[config.mk]
export PLATFORM = sky130hd
export DESIGN_NAME = lpo_top
export DESIGN_NICKNAME = d
export VERILOG_FILES = /design/src/common/lpo_pkg.sv /design/src/hdl/lpo_top.sv
export VERILOG_INCLUDE_DIRS = /design/src /design/src/common
export SDC_FILE = /design/constraint.sdc
export NUM_CORES = 1
export LEC_CHECK = 0
export BUFFER_PORTS_ARGS = -buffer_cell sky130_fd_sc_hd__buf_4
export CAP_MARGIN = 20
export CORE_UTILIZATION = 55
export CTS_BUF_LIST = sky130_fd_sc_hd__clkbuf_8 sky130_fd_sc_hd__clkbuf_16
export CTS_CLUSTER_DIAMETER = 30
export DETAILED_ROUTE_END_ITERATION = 6
export PLACE_DENSITY = 0.76
export SLEW_MARGIN = 20
export SYNTH_ARGS = -nofsm -noshare
export SYNTH_HDL_FRONTEND = slang
export SYNTH_SLANG_ARGS = --single-unit
[constraint.sdc]
create_clock -name mclk -period 4.5 [get_ports mclk]
set_input_delay 0.9 -clock mclk [delete_from_list [all_inputs] [get_ports mclk]]
set_output_delay 0.9 -clock mclk [all_outputs]
set_load 0.05 [all_outputs]
[src/common/lpo_map.svh]
// Register map, field positions and timing of the pulse output unit
// Notes on behaviour
// - Select 1 routes generator, 0 plain output
// - After power-up pin is plain output
// - Enable 1 starts, 0 stops generation
// - Disable stops now or at period end
// - Routed but disabled pin shows standby level
// - Run status 1 running, 0 finished
// - Start delay counted in 25 ns steps; code counts ticks of 3 mclk cycles (30 ns)
// - Each cycle begins at programmed start level
// - Mode bit 0 picks takeover moment
// - Mode bit 1 picks endless or counted run
// - Period count positive, used only counted
// - Mode bit 2 picks soft or hard stop
// - Frequency and duty held until commit 1
// - Committed values apply now or period end
// - Reset request 1 halts output at once
// - Stopped output shows the standby level
// - Standby 0 low, 1 high, low after power-up
// - One percent duty steps up to 400 kHz; the 30 ns tick gives this only up to about 333 kHz
`ifndef LPO_MAP_SVH
`define LPO_MAP_SVH
`define LPO_OFS_CTRL 8'h00
`define LPO_OFS_MODE 8'h04
`define LPO_OFS_COUNT 8'h08
`define LPO_OFS_DELAY 8'h0c
`define LPO_OFS_PERIOD 8'h10
`define LPO_OFS_HIGH 8'h14
`define LPO_OFS_STAT 8'h18
`define LPO_LAST_IDX 6'h06
`define LPO_CTRL_SEL 0
`define LPO_CTRL_EN 1
`define LPO_CTRL_COMMIT 2
`define LPO_CTRL_RESET 3
`define LPO_CTRL_STBY 4
`define LPO_CTRL_START 5
`define LPO_CTRL_DOUT 6
`define LPO_MODE_TAKE 0
`define LPO_MODE_FINITE 1
`define LPO_MODE_HALT 2
`define LPO_STAT_RUN 0
`define LPO_STAT_PEND 1
`define LPO_RST_COUNT 32'h0000_0001
`define LPO_RST_PERIOD 32'h0000_0002
`define LPO_RST_HIGH 32'h0000_0001
`define LPO_CLK_NS 10
`define LPO_TICK_NS 25
`define LPO_TICK_CYC ((`LPO_TICK_NS + `LPO_CLK_NS - 1) / `LPO_CLK_NS)
`define LPO_RESP_OK 2'b00
`define LPO_RESP_ERR 2'b10
`endif

[src/common/lpo_pkg.sv]
// Types shared by the pulse output unit
package lpo_pkg;
    typedef struct packed {
        logic awvalid;
        logic [7:0] awaddr;
        logic wvalid;
        logic [31:0] wdata;
        logic [3:0] wstrb;
        logic bready;
        logic arvalid;
        logic [7:0] araddr;
        logic rready;
    } lpo_axi_req_type;
    typedef struct packed {
        logic awready;
        logic wready;
        logic bvalid;
        logic [1:0] bresp;
        logic arready;
        logic rvalid;
        logic [31:0] rdata;
        logic [1:0] rresp;
    } lpo_axi_rsp_type;
    typedef enum logic [1:0] {GEN_IDLE, GEN_WAIT, GEN_RUN} lpo_gen_type;
endpackage

[src/hdl/lpo_top.sv]
// Pulse output unit with holding latch behind an AXI4-Lite slave
//
// The register offsets and the AXI4-Lite interface to the registers are this design's own decisions.
`timescale 1ns/1ns
`include "lpo_map.svh"
module lpo_top #(
    parameter int DLY_W = 32,
    parameter int PER_W = 32,
    parameter int CNT_W = 8
) (
    input wire logic mclk,
    input wire logic rst_n,
    input wire lpo_pkg::lpo_axi_req_type axiReq,
    output lpo_pkg::lpo_axi_rsp_type axiRsp,
    output logic pinOut
);
    import lpo_pkg::*;

    localparam int TICK_CYC = `LPO_TICK_CYC;
    localparam logic [1:0] TICK_LAST = 2'(TICK_CYC - 1);

    // ------------------------------------------------
    // Helpers
    // ------------------------------------------------
    function automatic logic [31:0] mergeStrb(
        input logic [31:0] old,
        input logic [31:0] dat,
        input logic [3:0] strb
    );
        logic [31:0] res;
        res = old;
        for (int i = 0; i < 4; i++) begin
            if (strb[i]) begin
                res[8*i +: 8] = dat[8*i +: 8];
            end
        end
        return res;
    endfunction

    function automatic logic isMapped(input logic [7:0] adr);
        return adr[7:2] <= `LPO_LAST_IDX;
    endfunction

    function automatic logic hit(
        input logic [7:0] adr,
        input logic [7:0] ofs
    );
        return adr[7:2] == ofs[7:2];
    endfunction

    // ------------------------------------------------
    // Declarations
    // ------------------------------------------------
    logic awrdyFf, wrdyFf, bvalFf, arrdyFf, rvalFf;
    logic [1:0] brespFf, rrespFf;
    logic [31:0] rdataFf, rdMux, newWord;
    logic wrGo, rdGo, wrCtrl;
    logic selFf, enFf, stbyFf, startFf, doutFf;
    logic [2:0] modeFf;
    logic [CNT_W-1:0] cntFf, leftFf;
    logic [DLY_W-1:0] dlyFf, waitFf;
    logic [PER_W-1:0] holdPerFf, holdHighFf;
    logic [PER_W-1:0] actPerFf, actHighFf, phaseFf, lastPhase;
    logic [1:0] tickFf;
    lpo_gen_type genState;
    logic stopPendFf, latchPendFf;
    logic startPulse, stopPulse, commitPulse, rstPulse;
    logic tickEnd, perEnd, loadNow, loadEnd;
    logic runLvl, nxt_pin, pinFf;

    // ------------------------------------------------
    // Bus write channel
    // ------------------------------------------------
    assign wrGo = awrdyFf && axiReq.awvalid
        && wrdyFf && axiReq.wvalid;

    always_ff @(posedge mclk or negedge rst_n) begin
        if (!rst_n) begin
            awrdyFf <= 1'b0;
            wrdyFf <= 1'b0;
            bvalFf <= 1'b0;
            brespFf <= `LPO_RESP_OK;
        end else begin
            awrdyFf <= 1'b0;
            wrdyFf <= 1'b0;
            if (!awrdyFf && !bvalFf && axiReq.awvalid
                && axiReq.wvalid) begin
                awrdyFf <= 1'b1;
                wrdyFf <= 1'b1;
            end
            if (wrGo) begin
                bvalFf <= 1'b1;
                brespFf <= isMapped(axiReq.awaddr)
                    ? `LPO_RESP_OK : `LPO_RESP_ERR;
            end else if (bvalFf && axiReq.bready) begin
                bvalFf <= 1'b0;
            end
        end
    end

    // ------------------------------------------------
    // Bus read channel
    // ------------------------------------------------
    assign rdGo = arrdyFf && axiReq.arvalid;

    always_comb begin
        rdMux = 32'h0000_0000;
        if (hit(axiReq.araddr, `LPO_OFS_CTRL)) begin
            rdMux[`LPO_CTRL_SEL] = selFf;
            rdMux[`LPO_CTRL_EN] = enFf;
            rdMux[`LPO_CTRL_STBY] = stbyFf;
            rdMux[`LPO_CTRL_START] = startFf;
            rdMux[`LPO_CTRL_DOUT] = doutFf;
        end else if (hit(axiReq.araddr, `LPO_OFS_MODE)) begin
            rdMux[2:0] = modeFf;
        end else if (hit(axiReq.araddr, `LPO_OFS_COUNT)) begin
            rdMux[CNT_W-1:0] = cntFf;
        end else if (hit(axiReq.araddr, `LPO_OFS_DELAY)) begin
            rdMux[DLY_W-1:0] = dlyFf;
        end else if (hit(axiReq.araddr, `LPO_OFS_PERIOD)) begin
            rdMux[PER_W-1:0] = holdPerFf;
        end else if (hit(axiReq.araddr, `LPO_OFS_HIGH)) begin
            rdMux[PER_W-1:0] = holdHighFf;
        end else if (hit(axiReq.araddr, `LPO_OFS_STAT)) begin
            rdMux[`LPO_STAT_RUN] = genState != GEN_IDLE;
            rdMux[`LPO_STAT_PEND] = latchPendFf;
        end
    end

    always_ff @(posedge mclk or negedge rst_n) begin
        if (!rst_n) begin
            arrdyFf <= 1'b0;
            rvalFf <= 1'b0;
            rdataFf <= 32'h0000_0000;
            rrespFf <= `LPO_RESP_OK;
        end else begin
            arrdyFf <= !arrdyFf && !rvalFf && axiReq.arvalid;
            if (rdGo) begin
                rvalFf <= 1'b1;
                rdataFf <= rdMux;
                rrespFf <= isMapped(axiReq.araddr)
                    ? `LPO_RESP_OK : `LPO_RESP_ERR;
            end else if (rvalFf && axiReq.rready) begin
                rvalFf <= 1'b0;
            end
        end
    end

    assign axiRsp.awready = awrdyFf;
    assign axiRsp.wready = wrdyFf;
    assign axiRsp.bvalid = bvalFf;
    assign axiRsp.bresp = brespFf;
    assign axiRsp.arready = arrdyFf;
    assign axiRsp.rvalid = rvalFf;
    assign axiRsp.rdata = rdataFf;
    assign axiRsp.rresp = rrespFf;

    // ------------------------------------------------
    // Control registers
    // ------------------------------------------------
    assign wrCtrl = wrGo && hit(axiReq.awaddr, `LPO_OFS_CTRL);
    assign newWord = mergeStrb(32'h0000_0000, axiReq.wdata,
        axiReq.wstrb);

    assign startPulse = wrCtrl && newWord[`LPO_CTRL_EN]
        && genState == GEN_IDLE;
    assign stopPulse = wrCtrl && !newWord[`LPO_CTRL_EN]
        && axiReq.wstrb[0] && genState != GEN_IDLE;
    assign commitPulse = wrCtrl && newWord[`LPO_CTRL_COMMIT];
    // reset request of 0 does nothing
    assign rstPulse = wrCtrl && newWord[`LPO_CTRL_RESET];

    always_ff @(posedge mclk or negedge rst_n) begin
        if (!rst_n) begin
            selFf <= 1'b0;
            enFf <= 1'b0;
            stbyFf <= 1'b0;
            startFf <= 1'b0;
            doutFf <= 1'b0;
        end else if (wrCtrl && axiReq.wstrb[0]) begin
            selFf <= newWord[`LPO_CTRL_SEL];
            enFf <= newWord[`LPO_CTRL_EN];
            stbyFf <= newWord[`LPO_CTRL_STBY];
            startFf <= newWord[`LPO_CTRL_START];
            doutFf <= newWord[`LPO_CTRL_DOUT];
        end else if (genState == GEN_IDLE) begin
            enFf <= 1'b0;
        end
    end

    always_ff @(posedge mclk or negedge rst_n) begin
        if (!rst_n) begin
            modeFf <= 3'h0;
            cntFf <= CNT_W'(`LPO_RST_COUNT);
            dlyFf <= '0;
            holdPerFf <= PER_W'(`LPO_RST_PERIOD);
            holdHighFf <= PER_W'(`LPO_RST_HIGH);
        end else if (wrGo) begin
            if (hit(axiReq.awaddr, `LPO_OFS_MODE)) begin
                modeFf <= 3'(mergeStrb(32'(modeFf),
                    axiReq.wdata, axiReq.wstrb));
            end
            if (hit(axiReq.awaddr, `LPO_OFS_COUNT)) begin
                cntFf <= CNT_W'(mergeStrb(32'(cntFf),
                    axiReq.wdata, axiReq.wstrb));
            end
            if (hit(axiReq.awaddr, `LPO_OFS_DELAY)) begin
                dlyFf <= DLY_W'(mergeStrb(32'(dlyFf),
                    axiReq.wdata, axiReq.wstrb));
            end
            // writes reach the holding latch only
            if (hit(axiReq.awaddr, `LPO_OFS_PERIOD)) begin
                holdPerFf <= PER_W'(mergeStrb(32'(holdPerFf),
                    axiReq.wdata, axiReq.wstrb));
            end
            if (hit(axiReq.awaddr, `LPO_OFS_HIGH)) begin
                holdHighFf <= PER_W'(mergeStrb(32'(holdHighFf),
                    axiReq.wdata, axiReq.wstrb));
            end
        end
    end

    // ------------------------------------------------
    // Tick and period timing
    // ------------------------------------------------
    // one count per tick of 3 mclk cycles (30 ns)
    // duty resolution set by the tick
    assign tickEnd = tickFf == TICK_LAST;
    assign lastPhase = (actPerFf == '0) ? '0
        : actPerFf - PER_W'(1);
    assign perEnd = genState == GEN_RUN && tickEnd
        && phaseFf >= lastPhase;

    // ------------------------------------------------
    // Holding latch takeover
    // ------------------------------------------------
    // mode bit 0 picks the moment
    assign loadNow = commitPulse
        && (modeFf[`LPO_MODE_TAKE] || genState != GEN_RUN);
    assign loadEnd = latchPendFf && perEnd;

    always_ff @(posedge mclk or negedge rst_n) begin
        if (!rst_n) begin
            actPerFf <= PER_W'(`LPO_RST_PERIOD);
            actHighFf <= PER_W'(`LPO_RST_HIGH);
            latchPendFf <= 1'b0;
        end else begin
            if (loadNow || loadEnd) begin
                actPerFf <= holdPerFf;
                actHighFf <= holdHighFf;
            end
            if (commitPulse && !loadNow) begin
                latchPendFf <= 1'b1;
            end else if (loadEnd || loadNow) begin
                latchPendFf <= 1'b0;
            end
        end
    end

    // ------------------------------------------------
    // Generator state machine
    // ------------------------------------------------
    always_ff @(posedge mclk or negedge rst_n) begin
        if (!rst_n) begin
            genState <= GEN_IDLE;
            tickFf <= 2'h0;
            phaseFf <= '0;
            waitFf <= '0;
            leftFf <= '0;
            stopPendFf <= 1'b0;
        end else if (rstPulse) begin
            genState <= GEN_IDLE;
            stopPendFf <= 1'b0;
        end else begin
            tickFf <= tickEnd ? 2'h0 : tickFf + 2'h1;
            case (genState)
                GEN_IDLE: begin
                    tickFf <= 2'h0;
                    if (startPulse) begin
                        genState <= GEN_WAIT;
                        waitFf <= dlyFf;
                    end
                end
                GEN_WAIT: begin
                    if (stopPulse) begin
                        genState <= GEN_IDLE;
                    end else if (waitFf == '0) begin
                        genState <= GEN_RUN;
                        tickFf <= 2'h0;
                        phaseFf <= '0;
                        leftFf <= cntFf;
                    end else if (tickEnd) begin
                        waitFf <= waitFf - DLY_W'(1);
                    end
                end
                GEN_RUN: begin
                    if (stopPulse && modeFf[`LPO_MODE_HALT]) begin
                        genState <= GEN_IDLE;
                        stopPendFf <= 1'b0;
                    end else if (perEnd) begin
                        phaseFf <= '0;
                        if (stopPendFf || stopPulse
                            || (modeFf[`LPO_MODE_FINITE]
                            && leftFf <= CNT_W'(1))) begin
                            genState <= GEN_IDLE;
                            stopPendFf <= 1'b0;
                        end else begin
                            leftFf <= leftFf - CNT_W'(1);
                        end
                    end else begin
                        if (stopPulse) begin
                            stopPendFf <= 1'b1;
                        end
                        if (tickEnd) begin
                            phaseFf <= phaseFf + PER_W'(1);
                        end
                        if (loadNow) begin
                            phaseFf <= '0;
                            tickFf <= 2'h0;
                        end
                    end
                end
                default: begin
                    genState <= GEN_IDLE;
                end
            endcase
        end
    end

    // ------------------------------------------------
    // Pin output
    // ------------------------------------------------
    // period opens at the start level
    // held value is time at start level
    assign runLvl = (phaseFf < actHighFf) ? startFf : !startFf;

    always_comb begin
        if (!selFf) begin
            nxt_pin = doutFf;
        end else if (genState == GEN_RUN) begin
            nxt_pin = runLvl;
        end else begin
            nxt_pin = stbyFf;
        end
    end

    always_ff @(posedge mclk or negedge rst_n) begin
        if (!rst_n) begin
            pinFf <= 1'b0;
        end else begin
            pinFf <= nxt_pin;
        end
    end

    assign pinOut = pinFf;
endmodule
==> flow_metrics.env <==
export IMPL_setup_viol=0
export IMPL_p_leak_nw=9.20
export IMPL_synth_mux_area_frac=0.130
export IMPL_r2r_cells=18
export IMPL_power_mw=7.97
export IMPL_cpLargestDelayFamily="simple AND/OR/NAND/NOR gates"
export IMPL_status="completed"
export IMPL_cts_buffers_inserted=59
export IMPL_routedLengthMet1_mm=19.2
export IMPL_start_util=0.558
export IMPL_mostFrequentLayoutCells="dfrtp_1 (288), mux2_2 (173), nand2_1 (168)"
export IMPL_cp_slowest_stage_delay_ns=0.56
export IMPL_final_common_cell="dfrtp_1"
export IMPL_area_growth_pct=22.8
export IMPL_tightest_slew_ns=0.947
export IMPL_synth_edff_count=0
export IMPL_maxCapViolations=0
export IMPL_slowest_stage="or4_4"
export IMPL_synth_cells=1601
export IMPL_clockRootBuffer="clkbuf_16"
export IMPL_ir_worst_vdd_mv=0.438
export IMPL_place_gp_congestion=0.901
export IMPL_synth_top_family_by_area="simple AND/OR/NAND/NOR gates"
export IMPL_firstDrtPassIters=5
export IMPL_synth_distinct_cells=67
export IMPL_wl_met3_mm=3.45
export IMPL_via_count=13700
export IMPL_highest_layer="met5"
export IMPL_setup_worst_path_start="actPerFf[4]"
export IMPL_htree_levels=2
export IMPL_netlist_top_cell_by_area="dfrtp_1"
export IMPL_dieArea_sq_um=29800
export IMPL_r2r_end="actPerFf[6]"
export IMPL_ys_seq_area_frac=0.458
export IMPL_hold_violations=0
export IMPL_synth_xor_area_frac=0.0142
export IMPL_layout_nets=1860
export IMPL_cts_tree="yes"
export IMPL_synth_simple_area_share=0.156
export IMPL_pwr_share_comb=0.070
export IMPL_clk_pin_slew_ns=0.05
export IMPL_ys_warn_count=0
export IMPL_intPower_mw=5.98
export IMPL_pwr_share_clk=0.570
export IMPL_finalSetupTns_ns=0
export IMPL_fillers=2104
export IMPL_grt_pass1_wl_mm=73.1
export IMPL_ys_seq_elements=293
export IMPL_switching_share=0.250
export IMPL_rrSetupSlack_ns=0.14
export IMPL_crit_path_cell_trace="or4_4 > nor3_4 > nand2_1 > buf_4 > or3_1 > xnor2_1 > nand2_1 > ha_1 > nand4_1 > buf_4 > a211oi_1 > nor2_1 > a31oi_2 > nor2_1 > o22ai_4 > buf_12 > buf_6 > mux2_2"
export IMPL_rows=62
export IMPL_grt_use_total=0.309
export IMPL_post_drt_wl_per_cell_microns=21.4
export IMPL_grt_max_degree=132
export IMPL_numPortBuffers=94
export IMPL_r2r_start="actPerFf[4]"
export IMPL_first_iter_violations=1371
export IMPL_overflow=0
export IMPL_viasPerCell=6.31
export IMPL_synth_compound_area_frac=0.151
export IMPL_clkLatencyLatePin_ns=0.57
export IMPL_async_flop_share=1.00
export IMPL_critPathRequiredTime_ns=4.95
export IMPL_crit_buf_inv=4
export IMPL_crit_arrival_ns=4.82
export IMPL_synthFlopType="dfrtp_1"
export IMPL_coreArea_sq_um=28700
export IMPL_grt_pass1_vias=13600
export IMPL_ctsLongestPathBuffers=3
export IMPL_synth_adder_area_share=0.0539
export IMPL_antenna_left=0
export IMPL_start_kind="flop"
export IMPL_syn_area_sq_um=16000
export IMPL_drv_slew=0
export IMPL_max_clock_freq_mhz=229
export IMPL_layout_min_cycle_time_ns=4.36
export IMPL_end_kind="flop"
export IMPL_relSlewSlack=0.366
export IMPL_antenna_found_initial=2
export IMPL_finalClockSkew_ns=0.0222
export IMPL_drt_wl_total_mm=46.3
export IMPL_pin_count=101
export IMPL_critPathMaxFanout=10
export IMPL_drive_above_1_share=0.264
export IMPL_hold_class="in -> async"
export IMPL_min_period_over_period=0.970
export IMPL_powerDensity_nw_per_um2=405
export IMPL_die_x_microns=173
export IMPL_dp_hpwl_mm=31.4
export IMPL_antenna_cells=0
export IMPL_synth_top_area_frac=0.450
export IMPL_synth_area_per_cell_sq_um=10.0
export IMPL_clock_sink_count=293
export IMPL_route_met2_wl_mm=21.7
export IMPL_p_sw_mw=1.99
export IMPL_pwr_share_seq=0.361
export IMPL_crit_type="reg -> reg"
export IMPL_die_y_microns=173
export IMPL_drt_drc_violations_left=0
export IMPL_synth_area_top_cells="dfrtp_1 (45%), mux2_2 (12%), ha_1 (5.4%)"
[flip-flops by register name, summed over array words and instances, names as in the netlist, 3 cells and up]
| name | count |
|---|---|
| actHighFf | 32 |
| actPerFf | 32 |
| dlyFf | 32 |
| holdHighFf | 32 |
| holdPerFf | 32 |
| phaseFf | 32 |
| rdataFf | 32 |
| waitFf | 32 |
| cntFf | 8 |
| leftFf | 8 |
| modeFf | 3 |
[logic make-up after synthesis]
group                      count (synthesis)
buffers and inverters                    145
DFF                                      293
xor gates and xnor gates                  26
other                                      1
and+or+nand+nor                          501
muxes                                    186
adders and majority gates                 69
AOI/OAI and AO/OA                        380
[cells in the mapped netlist (all sizes together), types with 17 or more instances]
cell,count
a21oi,112
clkbuf,62
nor4,25
mux2,173
inv,63
nor3,32
a22o,35
dfrtp,288
nand4,28
a21o,17
o21ai,97
nand2,169
nor2,87
o22ai,19
buf,20
and3,37
nand3,47
ha,69
[stage by stage]
stage                     worst slack (ns)   util  hold WS [ns]  cells  area, sq um
after floorplan                      0.154      -         0.428   1602        16000
after global placement              0.0104  0.603         0.446   2047        17300
after detailed placement            0.0168  0.603         0.456   2048        17300
after CTS                           0.0224  0.678         0.460   2160        19500
after global routing               -0.0581  0.685         0.212   2167        19700
final                                0.136  0.685         0.203   2167        19700
[layer usage]
metal	GRT usage	vias up
li1	-	6166
met5	0	-
met4	0.144	4
met1	0.413	6752
met2	0.490	613
met3	0.0543	145
[repair_timing]
item | in CTS | in global routing
setup buffers | 0 | 3
gates resized for setup | 2 | 18
pin swaps | 0 | 5
hold buffers | 0 | 0
endpoints found under the setup margin | 44 | 94
cloned | 0 | 3
[power by group through the flow]
stage               registers (mW)  clock network (mW)  logic [mW]
finish                        2.87                4.54       0.555
detailed placement            2.90                   0       0.540
floorplan                     2.92                   0       0.282
global placement              2.90                   0       0.521
global route                  2.88                4.72       0.603
CTS                           2.86                4.58       0.549
[worst register-to-register path: stages, from the launching register on]
cell and delay, ns:
dfrtp_1 0.43, or4_4 0.56, nor3_4 0.17, nand2_1 0.11, buf_4 0.18, or3_1 0.32
xnor2_1 0.16, nand2_1 0.09, ha_1 0.31, nand4_1 0.16, buf_4 0.18, a211oi_1 0.21
nor2_1 0.08, a31oi_2 0.19, nor2_1 0.14, o22ai_4 0.23, buf_12 0.17, buf_6 0.19
mux2_2 0.35
[worst max path at each step]
| stage | end | slack [ns] | cells past startpoint |
|---|---|---|---|
| after CTS | phaseFf[30] | 0.02 | 18 |
| final | actPerFf[6] | 0.14 | 18 |
| after floorplan | actHighFf[10] | 0.15 | 16 |
| after detailed placement | leftFf[2] | 0.02 | 17 |
| after global routing | actPerFf[3] | -0.06 | 18 |
| after global placement | leftFf[1] | 0.01 | 19 |
[final cells by class]
type | instances | area (sq um) | share of cell area
Sequential cell | 293 | 7340 | 0.373
Multi-Input combinational cell | 1164 | 8230 | 0.418
Inverter | 63 | 236 | 0.0120
Clock inverter | 45 | 512 | 0.0260
Tap cell | 384 | 480 | 0.0244
Clock buffer | 67 | 1610 | 0.0818
Timing Repair Buffer | 151 | 1260 | 0.0643
Power figures use the tool's default switching activity.
